$ cat src/include/smci_pkg.sv
// constants and types shared by the two-wire client interface
package smci_pkg;

  // ==========================================================
  // clock and bus timing
  localparam longint CLK_HZ = 100_000_000;
  localparam longint SCL_LOW_TIMEOUT_MS = 30;
  localparam longint BUS_IDLE_TIMEOUT_US = 200;
  // least times: round up to whole cycles
  localparam longint SCL_LOW_TIMEOUT_CYC = (SCL_LOW_TIMEOUT_MS * CLK_HZ + 999) / 1000;
  localparam longint BUS_IDLE_TIMEOUT_CYC = (BUS_IDLE_TIMEOUT_US * CLK_HZ + 999_999) / 1_000_000;
  localparam int TIMEOUT_CNT_W = 22;

  // ==========================================================
  // byte framing
  localparam int BYTE_W = 8;
  localparam int BIT_CNT_W = 4;
  localparam logic [BIT_CNT_W-1:0] BITS_PER_BYTE = 4'h8;
  localparam int ADDR_W = 7;
  localparam logic DIR_WRITE = 1'b0;
  localparam logic DIR_READ = 1'b1;

  // ==========================================================
  // address strap decode, code F means strap left open
  localparam int STRAP_W = 4;
  localparam logic [ADDR_W-1:0] ALERT_RESP_ADDR = 7'h0C;
  localparam logic [ADDR_W-1:0] CLIENT_ADDR_TABLE [0:15] = '{
    7'h4C, 7'h4D, 7'h4E, 7'h4F, 7'h48, 7'h49, 7'h4A, 7'h4B,
    7'h28, 7'h29, 7'h2A, 7'h2B, 7'h2C, 7'h2D, 7'h2E, 7'h18
  };

  // ==========================================================
  // client state machine
  typedef enum logic [2:0] {
    ST_IDLE = 3'b000,
    ST_ADDR = 3'b001,
    ST_ADDR_ACK = 3'b010,
    ST_WR_BYTE = 3'b011,
    ST_WR_ACK = 3'b100,
    ST_RD_BYTE = 3'b101,
    ST_RD_ACK = 3'b110
  } smci_state_t;

endpackage

$ cat src/include/smci_line_if.sv
// cleaned line levels and bus events passed from the line sampler to the client
`timescale 1ns/1ps
`default_nettype none
interface smci_line_if;
  logic sclLevel;
  logic sdaLevel;
  logic sclRise;
  logic sclFall;
  logic startSeen;
  logic stopSeen;
  modport src (output sclLevel, sdaLevel, sclRise, sclFall, startSeen, stopSeen);
  modport snk (input sclLevel, sdaLevel, sclRise, sclFall, startSeen, stopSeen);
endinterface
`default_nettype wire

$ cat src/design/smci_line_sync.sv
// pin sampler: three-stage synchronisers, agreement filter, edge and start/stop events
`timescale 1ns/1ps
`default_nettype none
module smci_line_sync (
  input wire logic clk,
  input wire logic arst_n,
  input wire logic sclIn,
  input wire logic sdaIn,
  smci_line_if.src ln
);
  // ==========================================================
  // synchronisers, bit 0 = clock line, bit 1 = data line
  logic [1:0] pinRaw;
  logic [1:0] stage1_reg;
  logic [1:0] stage2_reg;
  logic [1:0] stage3_reg;
  logic [1:0] level_reg;
  logic [1:0] levelPrev_reg;

  assign pinRaw = {sdaIn, sclIn};

  genvar i;
  generate
    for (i = 0; i < 2; i++) begin : g_line
      always_ff @(posedge clk or negedge arst_n) begin
        if (!arst_n) begin
          stage1_reg[i] <= 1'b1;
          stage2_reg[i] <= 1'b1;
          stage3_reg[i] <= 1'b1;
          level_reg[i] <= 1'b1;
          levelPrev_reg[i] <= 1'b1;
        end else begin
          stage1_reg[i] <= pinRaw[i];
          stage2_reg[i] <= stage1_reg[i];
          stage3_reg[i] <= stage2_reg[i];
          // a change counts only once two later stages agree
          if (stage2_reg[i] == stage3_reg[i]) begin
            level_reg[i] <= stage3_reg[i];
          end
          levelPrev_reg[i] <= level_reg[i];
        end
      end
    end
  endgenerate

  // ==========================================================
  // events
  assign ln.sclLevel = level_reg[0];
  assign ln.sdaLevel = level_reg[1];
  assign ln.sclRise = level_reg[0] & ~levelPrev_reg[0];
  assign ln.sclFall = ~level_reg[0] & levelPrev_reg[0];
  // data edges only mean start/stop while the clock stays high
  assign ln.startSeen = ~level_reg[1] & levelPrev_reg[1] & level_reg[0] & levelPrev_reg[0];
  assign ln.stopSeen = level_reg[1] & ~levelPrev_reg[1] & level_reg[0] & levelPrev_reg[0];
endmodule
`default_nettype wire

$ cat src/design/smci_client.sv
// two-wire client interface: address match, byte transfer, acknowledge, timeouts
// ==========================================================
// Summary of operation
// Data falling while clock high is a start; address decoding begins.
// First byte: seven address bits, then direction, 0 write, 1 read.
// Own address picked from sixteen choices by the strap code.
// Bytes are eight bits, most significant bit first, both directions.
// Acknowledge own address, every written byte, and alert address on alert; code acks the alert address on reads only.
// Host ends a read by leaving data high after its last byte.
// Data rising while clock high is a stop; machine returns to idle.
// With timeouts enabled, clock low over 30 ms resets the client.
// Timeout enable is cleared by reset.
// With timeouts enabled, both lines high over 200 us reset the client.
// Works for serial clock rates 10 kHz to 400 kHz.
// Plain multi-byte framing, no count byte, any number of bytes.
// Device never drives the clock line; host stretching is tolerated.
// Write of a register address alone loads the register pointer.
// Multi-byte transfers walk contiguous registers from the given address.
// On alert, alert response read returns own address; else no response.
// After sending full address without losing contention, pulse alert mask set.
// Pointer advances by one after each transferred data byte.
`timescale 1ns/1ps
`default_nettype none
module smci_client #(
  parameter longint LOW_TIMEOUT_CYC = smci_pkg::SCL_LOW_TIMEOUT_CYC,
  parameter longint IDLE_TIMEOUT_CYC = smci_pkg::BUS_IDLE_TIMEOUT_CYC
) (
  input wire logic clk,
  input wire logic arst_n,
  input wire logic serialClockLineIn,
  input wire logic sdaIn,
  output logic sdaOut,
  output logic sdaOe,
  input wire logic [smci_pkg::STRAP_W-1:0] addrStrap,
  input wire logic alertActive,
  input wire logic timeoutEnable,
  input wire logic [smci_pkg::BYTE_W-1:0] regRdData,
  output logic [smci_pkg::BYTE_W-1:0] regPtr,
  output logic [smci_pkg::BYTE_W-1:0] regWrAddr,
  output logic [smci_pkg::BYTE_W-1:0] regWrData,
  output logic regWrStrobe,
  output logic regRdStrobe,
  output logic alertMaskSet,
  output logic busy
);
  import smci_pkg::*;

  localparam logic [TIMEOUT_CNT_W-1:0] LOW_LIMIT = TIMEOUT_CNT_W'(LOW_TIMEOUT_CYC);
  localparam logic [TIMEOUT_CNT_W-1:0] IDLE_LIMIT = TIMEOUT_CNT_W'(IDLE_TIMEOUT_CYC);

  // ==========================================================
  // line sampler
  smci_line_if ln ();

  smci_line_sync u_sync (
    .clk(clk),
    .arst_n(arst_n),
    .sclIn(serialClockLineIn),
    .sdaIn(sdaIn),
    .ln(ln)
  );

  // ==========================================================
  // strap capture and timeout enable
  logic strapLoaded_reg;
  logic [ADDR_W-1:0] ownAddr_reg;
  logic timeoutEn_reg;

  // strap is caught after reset release, never inside the reset branch
  always_ff @(posedge clk or negedge arst_n) begin
    if (!arst_n) begin
      strapLoaded_reg <= 1'b0;
      ownAddr_reg <= '0;
    end else if (!strapLoaded_reg) begin
      strapLoaded_reg <= 1'b1;
      ownAddr_reg <= CLIENT_ADDR_TABLE[addrStrap];
    end
  end

  always_ff @(posedge clk or negedge arst_n) begin
    if (!arst_n) begin
      timeoutEn_reg <= 1'b0;
    end else begin
      timeoutEn_reg <= timeoutEnable;
    end
  end

  // ==========================================================
  // inactivity timers
  logic [TIMEOUT_CNT_W-1:0] lowCnt_reg;
  logic [TIMEOUT_CNT_W-1:0] idleCnt_reg;
  logic timeoutHit;

  always_ff @(posedge clk or negedge arst_n) begin
    if (!arst_n) begin
      lowCnt_reg <= '0;
    end else if (!timeoutEn_reg || ln.sclLevel) begin
      lowCnt_reg <= '0;
    end else if (lowCnt_reg != LOW_LIMIT) begin
      lowCnt_reg <= lowCnt_reg + 1'b1;
    end
  end

  always_ff @(posedge clk or negedge arst_n) begin
    if (!arst_n) begin
      idleCnt_reg <= '0;
    end else if (!timeoutEn_reg || !ln.sclLevel || !ln.sdaLevel) begin
      idleCnt_reg <= '0;
    end else if (idleCnt_reg != IDLE_LIMIT) begin
      idleCnt_reg <= idleCnt_reg + 1'b1;
    end
  end

  // the limit is held until activity so the reset fires once per episode
  assign timeoutHit = (lowCnt_reg == LOW_LIMIT - 1'b1) || (idleCnt_reg == IDLE_LIMIT - 1'b1);

  // ==========================================================
  // client state machine
  smci_state_t state_reg;
  logic [BIT_CNT_W-1:0] bitCnt_reg;
  logic [BYTE_W-1:0] shift_reg;
  logic isRead_reg;
  logic isAlertResp_reg;
  logic matched_reg;
  logic firstWrByte_reg;
  logic hostAck_reg;
  logic [BYTE_W-1:0] ptr_reg;
  logic sdaOe_reg;
  logic wrStrobe_reg;
  logic rdStrobe_reg;
  logic maskSet_reg;
  logic [BYTE_W-1:0] wrAddr_reg;
  logic [BYTE_W-1:0] wrData_reg;
  logic [ADDR_W-1:0] rxAddr;
  logic byteDone;

  assign rxAddr = shift_reg[BYTE_W-1:1];
  assign byteDone = (bitCnt_reg == BITS_PER_BYTE);

  // the clock line has no driver at all, so the client never stretches; host stretching is tolerated
  always_ff @(posedge clk or negedge arst_n) begin
    if (!arst_n) begin
      state_reg <= ST_IDLE;
      bitCnt_reg <= '0;
      shift_reg <= '0;
      isRead_reg <= 1'b0;
      isAlertResp_reg <= 1'b0;
      matched_reg <= 1'b0;
      firstWrByte_reg <= 1'b0;
      hostAck_reg <= 1'b0;
      ptr_reg <= '0;
      sdaOe_reg <= 1'b0;
      wrStrobe_reg <= 1'b0;
      rdStrobe_reg <= 1'b0;
      maskSet_reg <= 1'b0;
      wrAddr_reg <= '0;
      wrData_reg <= '0;
    end else begin
      wrStrobe_reg <= 1'b0;
      rdStrobe_reg <= 1'b0;
      maskSet_reg <= 1'b0;
      if (ln.startSeen) begin
        // a repeated start is taken from any state
        state_reg <= ST_ADDR;
        bitCnt_reg <= '0;
        sdaOe_reg <= 1'b0;
        // busy must not carry over from an earlier, addressed transfer
        matched_reg <= 1'b0;
        firstWrByte_reg <= 1'b1;
      end else if (ln.stopSeen || timeoutHit) begin
        state_reg <= ST_IDLE;
        sdaOe_reg <= 1'b0;
      end else begin
        case (state_reg)
          ST_ADDR: begin
            if (ln.sclRise && !byteDone) begin
              shift_reg <= {shift_reg[BYTE_W-2:0], ln.sdaLevel};
              bitCnt_reg <= bitCnt_reg + 1'b1;
            end else if (ln.sclFall && byteDone) begin
              isRead_reg <= (shift_reg[0] == DIR_READ);
              isAlertResp_reg <= (rxAddr == ALERT_RESP_ADDR);
              if (rxAddr == ownAddr_reg
                  || (rxAddr == ALERT_RESP_ADDR && alertActive && shift_reg[0] == DIR_READ)) begin
                matched_reg <= 1'b1;
                sdaOe_reg <= 1'b1;
                state_reg <= ST_ADDR_ACK;
              end else begin
                matched_reg <= 1'b0;
                state_reg <= ST_IDLE;
              end
            end
          end
          ST_ADDR_ACK: begin
            if (ln.sclFall) begin
              bitCnt_reg <= '0;
              if (isRead_reg) begin
                state_reg <= ST_RD_BYTE;
                if (isAlertResp_reg && rxAddr != ownAddr_reg) begin
                  shift_reg <= {ownAddr_reg, 1'b0};
                  sdaOe_reg <= ~ownAddr_reg[ADDR_W-1];
                end else begin
                  shift_reg <= regRdData;
                  sdaOe_reg <= ~regRdData[BYTE_W-1];
                  rdStrobe_reg <= 1'b1;
                  isAlertResp_reg <= 1'b0;
                end
              end else begin
                state_reg <= ST_WR_BYTE;
                sdaOe_reg <= 1'b0;
              end
            end
          end
          ST_WR_BYTE: begin
            if (ln.sclRise && !byteDone) begin
              shift_reg <= {shift_reg[BYTE_W-2:0], ln.sdaLevel};
              bitCnt_reg <= bitCnt_reg + 1'b1;
            end else if (ln.sclFall && byteDone) begin
              sdaOe_reg <= 1'b1;
              state_reg <= ST_WR_ACK;
              if (firstWrByte_reg) begin
                firstWrByte_reg <= 1'b0;
                ptr_reg <= shift_reg;
              end else begin
                wrStrobe_reg <= 1'b1;
                wrAddr_reg <= ptr_reg;
                wrData_reg <= shift_reg;
                ptr_reg <= ptr_reg + 1'b1;
              end
            end
          end
          ST_WR_ACK: begin
            if (ln.sclFall) begin
              sdaOe_reg <= 1'b0;
              bitCnt_reg <= '0;
              state_reg <= ST_WR_BYTE;
            end
          end
          ST_RD_BYTE: begin
            if (ln.sclRise && !byteDone) begin
              bitCnt_reg <= bitCnt_reg + 1'b1;
              // released a one but the line reads low: another client won
              if (!sdaOe_reg && !ln.sdaLevel) begin
                state_reg <= ST_IDLE;
              end
            end else if (ln.sclFall) begin
              if (byteDone) begin
                sdaOe_reg <= 1'b0;
                state_reg <= ST_RD_ACK;
                if (isAlertResp_reg) begin
                  maskSet_reg <= 1'b1;
                end else begin
                  ptr_reg <= ptr_reg + 1'b1;
                end
              end else begin
                shift_reg <= {shift_reg[BYTE_W-2:0], 1'b0};
                sdaOe_reg <= ~shift_reg[BYTE_W-2];
              end
            end
          end
          ST_RD_ACK: begin
            if (ln.sclRise) begin
              hostAck_reg <= ~ln.sdaLevel;
            end else if (ln.sclFall) begin
              bitCnt_reg <= '0;
              if (hostAck_reg && !isAlertResp_reg) begin
                shift_reg <= regRdData;
                sdaOe_reg <= ~regRdData[BYTE_W-1];
                rdStrobe_reg <= 1'b1;
                state_reg <= ST_RD_BYTE;
              end else begin
                state_reg <= ST_IDLE;
              end
            end
          end
          ST_IDLE: begin
            sdaOe_reg <= 1'b0;
          end
          default: begin
            state_reg <= ST_IDLE;
            sdaOe_reg <= 1'b0;
          end
        endcase
      end
    end
  end

  // ==========================================================
  // busy flag
  logic busy_reg;

  always_ff @(posedge clk or negedge arst_n) begin
    if (!arst_n) begin
      busy_reg <= 1'b0;
    end else begin
      busy_reg <= (state_reg != ST_IDLE) && matched_reg;
    end
  end

  // ==========================================================
  // outputs, open drain data: only ever pulls low
  logic sdaOut_reg;

  always_ff @(posedge clk or negedge arst_n) begin
    if (!arst_n) begin
      sdaOut_reg <= 1'b0;
    end else begin
      sdaOut_reg <= 1'b0;
    end
  end

  assign sdaOut = sdaOut_reg;
  assign sdaOe = sdaOe_reg;
  assign regPtr = ptr_reg;
  assign regWrAddr = wrAddr_reg;
  assign regWrData = wrData_reg;
  assign regWrStrobe = wrStrobe_reg;
  assign regRdStrobe = rdStrobe_reg;
  assign alertMaskSet = maskSet_reg;
  assign busy = busy_reg;
endmodule
`default_nettype wire

$ cat config.mk
export PLATFORM = sky130hd
export DESIGN_NAME = smci_client
export DESIGN_NICKNAME = d
export VERILOG_FILES = /design/src/include/smci_pkg.sv /design/src/include/smci_line_if.sv /design/src/design/smci_line_sync.sv /design/src/design/smci_client.sv
export SDC_FILE = /design/constraint.sdc
export NUM_CORES = 1
export LEC_CHECK = 0
export BUFFER_PORTS_ARGS = -buffer_cell sky130_fd_sc_hd__buf_4
export CAP_MARGIN = 20
export CORE_MARGIN = 2
export CORE_UTILIZATION = 54
export DETAILED_ROUTE_END_ITERATION = 12
export PLACE_DENSITY = 0.81
export SLEW_MARGIN = 5
export SYNTH_ARGS = -nofsm -noshare
export SYNTH_HDL_FRONTEND = slang
export SYNTH_SLANG_ARGS = --single-unit
$ cat constraint.sdc
create_clock -name clk -period 2.14 [get_ports clk]
set_clock_uncertainty 0.1 [all_clocks]
set_input_delay 0.428 -clock clk [delete_from_list [all_inputs] [get_ports clk]]
set_output_delay 0.428 -clock clk [all_outputs]
set_load 0.01 [all_outputs]
==> summary.md, run 1 <==
| Metric | Value |
|---|---|
| Run status | `finished with violations` |
| Failing checks | `negative setup slack` |
| Overall via count from detail_route | `4825` |
| Post-detailed-route DRC marker count | `0` |
| RSZ-0062 raised after global routing | `true` |
| Async set-or-reset flop fraction in the synthesized netlist | `1.00` |
| Count of input and output buffers | `46` |
| Switching pwr | `2.29 mW` |
| Reg clk slew, reported paths | `100 ps` |
| Final estimated routing congestion in global placement | `0.867` |
| Reg2reg end | `shift_reg[0]` |
| Floorplan row count | `37` |
| Core occupancy in the finished layout | `0.701` |
| Hold path startpoint | `timeoutEnable` |
| Bufs on Longest Clock Path | `2` |
| Mapped Nets | `600` |
| Internal power summed over all cells | `4.04 mW` |
| Global-route wire length before repair | `22.7 mm` |
| Routed Wire Length | `14.4 mm` |
| Distinct cell type count after synthesis | `69` |
| Actual transition at the worst max-transition pin | `522 ps` |
| Commonest cells in the synthesized netlist | `sky130_fd_sc_hd__dfrtp_1, sky130_fd_sc_hd__nor2_1, sky130_fd_sc_hd__nand2_1` |
| Hold crit path type | `primary input to flip-flop` |
| Synthesized area | `0.00581 mm2` |
| Antenna Violating Nets Remaining | `0` |
| Time the worst path needs with I/O delays and setup | `2180 ps` |
| Final instance area | `0.00727 mm2` |
| Final global-route overflow total | `0` |
| Worst setup EP type | `flip-flop` |
| Seq/Total Area, Yosys | `0.484` |
| Area added between synthesis and finish | `25.1%` |
| Critical setup path kind | `flip-flop to flip-flop` |
| Clock tree root driver cell | `sky130_fd_sc_hd__clkbuf_8` |
| Placement-stage cell area | `0.00683 mm2` |
| Relative max-transition margin | `0.652` |
| Largest net degree at the start of global routing | `42` |
| Final Non-Filler Cells | `836` |
| Instance count along the most critical hold path | `1` |
| Setup slack of the most critical reg-to-reg path | `-40 ps` |
| Warning count from the yosys run | `0` |
| Length of routed met3 wiring | `748 um` |
| Final setup violation count | `17` |
| Post-Syn Instances | `575` |
| Launching point of the worst reg2reg path | `idleCnt_reg[12]` |
| Highest layer used for signal routing | `met4` |
| Main area contributors after synthesis | `sky130_fd_sc_hd__dfrtp_1, sky130_fd_sc_hd__dfstp_2, sky130_fd_sc_hd__xor2_1` |
| Cells on worst reg2reg path | `7` |
| Sink Count | `112` |
| Number of DRC violations after detailed-routing iteration 0 | `398` |
| Placed cell count | `812` |
| Worst-case hold slack | `43.2 ps` |
| Sw Ratio | `0.362` |
| Starting density of the core | `0.560` |
| Cell type with the largest total area after synthesis | `sky130_fd_sc_hd__dfrtp_1` |
| Final HPWL from detailed placement | `9.96 mm` |
| Global router's overall resource usage | `0.249` |
| Most frequent cell after synthesis | `sky130_fd_sc_hd__dfrtp_1` |
| Number of global-route vias before repair | `4756` |
| Arrival time reported for the critical path endpoint | `2350 ps` |
| Number of buffers added by the clock tree synthesis step | `9` |
| Fraction of power consumed by combinational cells | `0.371` |
| Number of antenna violations at the first check in global routing | `0` |
| Fraction of layout instances using a drive strength above 1 | `0.313` |
| Count of maximum capacitance violations | `0` |
| Area fraction of the dominant cell type after synthesis | `0.439` |
| Die outline width | `108 um` |
| Primary flip-flop cell chosen by synthesis mapping | `sky130_fd_sc_hd__dfrtp_1` |
| Post-detailed-route via-to-cell ratio | `5.77` |
| Hold EP | `timeoutEn_reg` |
| Type of element launching the critical path | `flip-flop` |
| Count of flip-flops with a built-in enable after synthesis | `0` |
| Overall die area | `0.0116 mm2` |
| Post-detailed-route wirelength per cell | `17.3 um` |
| Number of fill cells in the layout | `735` |
| Total area of sequential cells | `0.00282 mm2` |
| IO Count | `48` |
| Clk pwr share | `0.195` |
| Seq pwr share | `0.434` |
| Fin worst setup slack | `-42.7 ps` |
| Area of combinational cells with multiple inputs | `0.00299 mm2` |
| Data required time at the worst endpoint | `2310 ps` |
| Detailed-router iteration count before antenna repair | `5` |
| Final Cycle Share | `1.02` |
| Die outline height | `108 um` |
| Count of state elements after synthesis | `112` |
| Average footprint of a synthesized cell | `10.1 um2` |
| NumNets Final | `720` |
| Largest driver fanout on the critical path | `8` |
| Source-to-sink clock delay at the later pin of the worst-skew pair | `390 ps` |
| Post-Route M1 WL | `6.07 mm` |
| Final number of hold-violating endpoints | `0` |
| TritonCTS clock tree | `done` |
| Met2 routed WL | `7.35 mm` |
| FMAX | `458 MHz` |
| Max-slew violations | `0` |
| Leak | `3.35 nW` |
| Maximum vdd ir drop | `631 uV` |
| Number of H-tree branching levels | `3` |
| Placeable core area | `0.0104 mm2` |
| Power per unit of standard cell area | `870 mW/mm2` |
| Antenna Cells | `0` |
[timing repair]
item                                   in CTS  in global routing
buffers inserted                            0                  3
endpoints found under the hold margin      25                  0
setup endpoints to repair                  38                 42
hold buffers                                1                  0
gates cloned                                3                  1
resized for setup                          15                 28
pin swaps                                   2                 11
[power by group through the flow]
stage               Clock, mW  Sequential, mW  Combinational, mW
floorplan                   0            2.67               1.40
global placement            0            2.73               2.07
detailed placement          0            2.75               2.16
CTS                      1.25            2.72               2.20
global route             1.34            2.78               2.52
finish                   1.23            2.75               2.35
[final cells by class]
| type | instances | share of cell area |
|---|---|---|
| multi-input cells | 424 | 0.412 |
| flip-flops and latches | 112 | 0.387 |
| repair buffers | 129 | 0.141 |
| well taps | 136 | 0.0234 |
| clock buffers | 12 | 0.0213 |
| inverters | 19 | 0.00981 |
| clock inverters | 4 | 0.00482 |
[worst max path at each step]
stage | from | end | slack [ps] | depth (start not counted)
floorplan | idleCnt_reg[12] | regWrAddr[0] | -20 | 8
global placement | idleCnt_reg[21] | shift_reg[4] | -170 | 7
detailed placement | idleCnt_reg[21] | shift_reg[5] | -250 | 7
CTS | idleCnt_reg[21] | shift_reg[0] | -70 | 7
global route | idleCnt_reg[21] | shift_reg[0] | -140 | 7
finish | idleCnt_reg[12] | shift_reg[0] | -40 | 7
[layer usage]
layer / GRT usage / vias up
met2: 0.412 / 151
met5: 0 / -
met1: 0.325 / 2381
li1: - / 2267
met4: 0.0888 / 0
met3: 0.0502 / 26
[worst max-delay path: stages, from the launching register on]
cell and delay, ps:
sky130_fd_sc_hd__dfrtp_1 420, sky130_fd_sc_hd__nor4bb_2 320, sky130_fd_sc_hd__nand4_1 200, sky130_fd_sc_hd__o41ai_4 300, sky130_fd_sc_hd__buf_4 180, sky130_fd_sc_hd__a21oi_2 40, sky130_fd_sc_hd__o211a_4 200, sky130_fd_sc_hd__mux2_4 310
[cell usage in the layout (no fill, tap or decap), types with 6 or more instances in the layout]
cell type	n
sky130_fd_sc_hd__nand2_1	49
sky130_fd_sc_hd__mux2i_1	6
sky130_fd_sc_hd__nand3_1	30
sky130_fd_sc_hd__a21oi_2	6
sky130_fd_sc_hd__a21oi_1	19
sky130_fd_sc_hd__nor2_1	60
sky130_fd_sc_hd__nor3_1	8
sky130_fd_sc_hd__xnor2_1	14
sky130_fd_sc_hd__mux2_4	24
sky130_fd_sc_hd__a22oi_1	7
sky130_fd_sc_hd__and3_1	15
sky130_fd_sc_hd__inv_1	19
sky130_fd_sc_hd__buf_4	122
sky130_fd_sc_hd__o21ai_0	29
sky130_fd_sc_hd__dfstp_2	10
sky130_fd_sc_hd__nand2b_1	9
sky130_fd_sc_hd__clkbuf_8	11
sky130_fd_sc_hd__nand4_1	8
sky130_fd_sc_hd__xor2_1	30
sky130_fd_sc_hd__dfrtp_1	101
[stage by stage]
step           worst slack (ps)  TNS, ps  power, mW
2_1_floorplan             -21.2     -191       4.07
3_3_place_gp               -174    -2860       4.81
3_5_place_dp               -246    -5390       4.91
4_1_cts                   -73.4     -811       6.18
5_1_grt                    -136    -3120       6.63
6_report                  -42.7     -516       6.33
[cells by family after synthesis]
family | synth area share
other | 0.00129
buffers and inverters | 0.0338
and+or+nand+nor | 0.202
muxes | 0.0698
xor gates and xnor gates | 0.0663
AOI/OAI and AO/OA | 0.124
adders and majority gates | 0.0185
DFF | 0.484
(Power assumes the default switching activity.)
==> inputs of run 2 (changes only) <==
--- a/config.mk
+++ b/config.mk
@@ -7,6 +7,7 @@
 export LEC_CHECK = 0
 export BUFFER_PORTS_ARGS = -buffer_cell sky130_fd_sc_hd__buf_4
 export CAP_MARGIN = 20
+export CORE_ASPECT_RATIO = 1.1
 export CORE_MARGIN = 2
 export CORE_UTILIZATION = 54
 export DETAILED_ROUTE_END_ITERATION = 12
==> run 2 against run 1 <==
The flow still finishes with violations (negative setup slack). Non-clock buffer count is 4 higher. Critical path depth unchanged. First-iteration DRC count decreased by 12%. Largest cell class unchanged.
==> summary.md, run 2 (same netlist as run 1, synthesis figures left out) <==
| Metric | Value |
|---|---|
| Number of H-tree branching levels | `3 (unchanged)` |
| IO Count | `48 (unchanged)` |
| Hold path startpoint | `sdaIn` |
| Reg clk slew, reported paths | `70 ps (-30 ps)` |
| Number of buffers added by the clock tree synthesis step | `9 (unchanged)` |
| RSZ-0062 raised after global routing | `true` |
| Arrival time reported for the critical path endpoint | `2370 ps (+20 ps)` |
| Detailed-router iteration count before antenna repair | `5 (unchanged)` |
| Run status | `finished with violations` |
| Start point of the critical path | `lowCnt_reg[12]` |
| Leak | `3.42 nW (+1.9%)` |
| Placement-stage cell area | `0.00687 mm2 (+0.49%)` |
| Starting density of the core | `0.556 (-0.00389)` |
| Failing checks | `negative setup slack` |
| Antenna Violating Nets Remaining | `0 (unchanged)` |
| Global router's overall resource usage | `0.252 (+0.00275)` |
| Worst setup EP type | `flip-flop` |
| Seq pwr share | `0.396 (-0.038)` |
| Global-route wire length before repair | `23.0 mm (+1.2%)` |
| Time the worst path needs with I/O delays and setup | `2240 ps (+53.1 ps)` |
| Critical setup path kind | `flip-flop to flip-flop` |
| Internal power summed over all cells | `4.55 mW (+13%)` |
| Number of DRC violations after detailed-routing iteration 0 | `351 (-12%)` |
| Maximum vdd ir drop | `601 uV (-4.7%)` |
| Overall via count from detail_route | `4894 (+1.4%)` |
| FMAX | `447 MHz (-2.4%)` |
| Met2 layer usage reported by global route | `0.418 (+0.00535)` |
| Hold crit path type | `primary input to flip-flop` |
| Fraction of power consumed by combinational cells | `0.352 (-0.019)` |
| Number of global-route vias before repair | `4881 (+2.6%)` |
| Source-to-sink clock delay at the later pin of the worst-skew pair | `350 ps (-40 ps)` |
| Most frequent standard cell in the layout excluding fill and tap cells | `sky130_fd_sc_hd__buf_4` |
| Overall die area | `0.0116 mm2 (about the same)` |
| Global routing's busiest layer | `met2` |
| Met1 Usage GRT | `0.327 (+0.00207)` |
| Final HPWL from detailed placement | `9.70 mm (-2.7%)` |
| Fraction of layout instances using a drive strength above 1 | `0.315 (+0.00196)` |
| Post-detailed-route DRC marker count | `0 (unchanged)` |
| Pwr Total | `6.87 mW (+8.6%)` |
| Clk pwr share | `0.251 (+0.056)` |
| Bufs on Longest Clock Path | `2 (unchanged)` |
| NumNets Final | `722 (+0.28%)` |
| Antenna Cells | `0 (unchanged)` |
| Final Non-Filler Cells | `845 (+1.1%)` |
| Final number of hold-violating endpoints | `0 (unchanged)` |
| Switching pwr | `2.33 mW (+1.6%)` |
| Largest net degree at the start of global routing | `49 (+17%)` |
| Floorplan row count | `39 (+5.4%)` |
| TritonCTS clock tree | `done` |
| Die outline width | `103 um (-4.5%)` |
| Area added between synthesis and finish | `27.6%` |
| Clock tree root driver cell | `sky130_fd_sc_hd__clkbuf_16` |
| Final Cycle Share | `1.04 (+0.0248)` |
| Worst-case hold slack | `79.8 ps (+36.6 ps)` |
| Post-detailed-route wirelength per cell | `17.1 um (-0.83%)` |
| Commonest non-fill, non-tap cells in the layout | `sky130_fd_sc_hd__buf_4, sky130_fd_sc_hd__dfrtp_1, sky130_fd_sc_hd__nor2_1` |
| Routed Wire Length | `14.5 mm (+0.24%)` |
| Launching point of the worst reg2reg path | `lowCnt_reg[12]` |
| Met3 global-route usage | `0.0506 (+0.000406)` |
| Max-slew violations | `0 (unchanged)` |
| Largest driver fanout on the critical path | `10 (+2)` |
| Sink Count | `112 (unchanged)` |
| Final setup violation count | `25 (+8)` |
| Placeable core area | `0.0104 mm2 (+0.70%)` |
| Post-detailed-route via-to-cell ratio | `5.79 (+0.35%)` |
| Data required time at the worst endpoint | `2280 ps (-30 ps)` |
| Core occupancy in the finished layout | `0.710 (+0.00915)` |
| Number of antenna violations at the first check in global routing | `0 (unchanged)` |
| Power per unit of standard cell area | `926 mW/mm2 (+6.5%)` |
| Final global-route overflow total | `0 (unchanged)` |
| Placed cell count | `819 (+0.86%)` |
| Final instance area | `0.00742 mm2 (+2.0%)` |
| Type of element launching the critical path | `flip-flop` |
| Die outline height | `113 um (+4.7%)` |
| Final estimated routing congestion in global placement | `0.921 (+6.3%)` |
| Sw Ratio | `0.338 (-0.0235)` |
| Count of input and output buffers | `46 (unchanged)` |
| Count of maximum capacitance violations | `0 (unchanged)` |
| Fin worst setup slack | `-95.8 ps (-53.1 ps)` |
-- run 2: timing repair --
| item | in CTS | in global routing |
|---|---|---|
| setup buffers | 4 | 4 |
| cloned | 0 | 1 |
| pin swaps | 6 | 9 |
| endpoints found under the setup margin | 34 | 45 |
| hold buffers | 1 | 0 |
| hold endpoints to repair | 20 | 0 |
| resized for setup | 14 | 20 |
-- run 2: power by group through the flow --
stage	sequential (mW)	clock (mW)	combinational [mW]
final	2.72	1.73	2.42
after global routing	2.76	1.85	2.63
after CTS	2.68	1.76	2.31
after detailed placement	2.72	0	2.26
after global placement	2.71	0	2.18
after floorplan	2.67	0	1.40
-- run 2: critical path, cell delays in order, from the launching register on --
cell	delay, ps
sky130_fd_sc_hd__dfrtp_1	390
sky130_fd_sc_hd__nor4bb_2	300
sky130_fd_sc_hd__nand2_1	130
sky130_fd_sc_hd__nor4_4	400
sky130_fd_sc_hd__a21o_4	190
sky130_fd_sc_hd__or3_4	160
sky130_fd_sc_hd__buf_12	150
sky130_fd_sc_hd__mux2_4	300
-- run 2: layer usage --
| layer | vias to the layer above | wire (um) |
|---|---|---|
| li1 | 2280 | - |
| met5 | - | 0 |
| met3 | 28 | 746 |
| met2 | 161 | 7530 |
| met4 | 0 | 306 |
| met1 | 2425 | 5900 |
-- run 2: path summary, 6_finish.rpt --
| check | to | slack, ps | depth (start not counted) |
|---|---|---|---|
| max reg2reg | regWrAddr[5] | -100 | 7 |
| min in group asynchronous | idleCnt_reg[15] | 480 | 2 |
| max in group asynchronous | lowCnt_reg[12] | 880 | 3 |
| max | regWrAddr[5] | -100 | 7 |
| min | u_sync.stage1_reg[1] | 80 | 1 |
| min reg2reg | u_sync.stage2_reg[1] | 260 | 0 |
-- run 2: per-stage QoR --
stage | setup WS, ps | TNS [ps]
4_1_cts | -171 | -3930
3_5_place_dp | -191 | -4350
5_1_grt | -196 | -5180
3_3_place_gp | -141 | -3030
6_report | -95.8 | -1900
2_1_floorplan | -21.2 | -191
-- run 2: final cells by class --
type                       instances  area [um2]
clock buffer                      11         243
multi-input combinational        422        2960
inverter                          19        71.3
sequential                       112        2820
tap                              143         179
clock inverter                     5        63.8
timing repair buffer             133        1090
fill                             735        3030
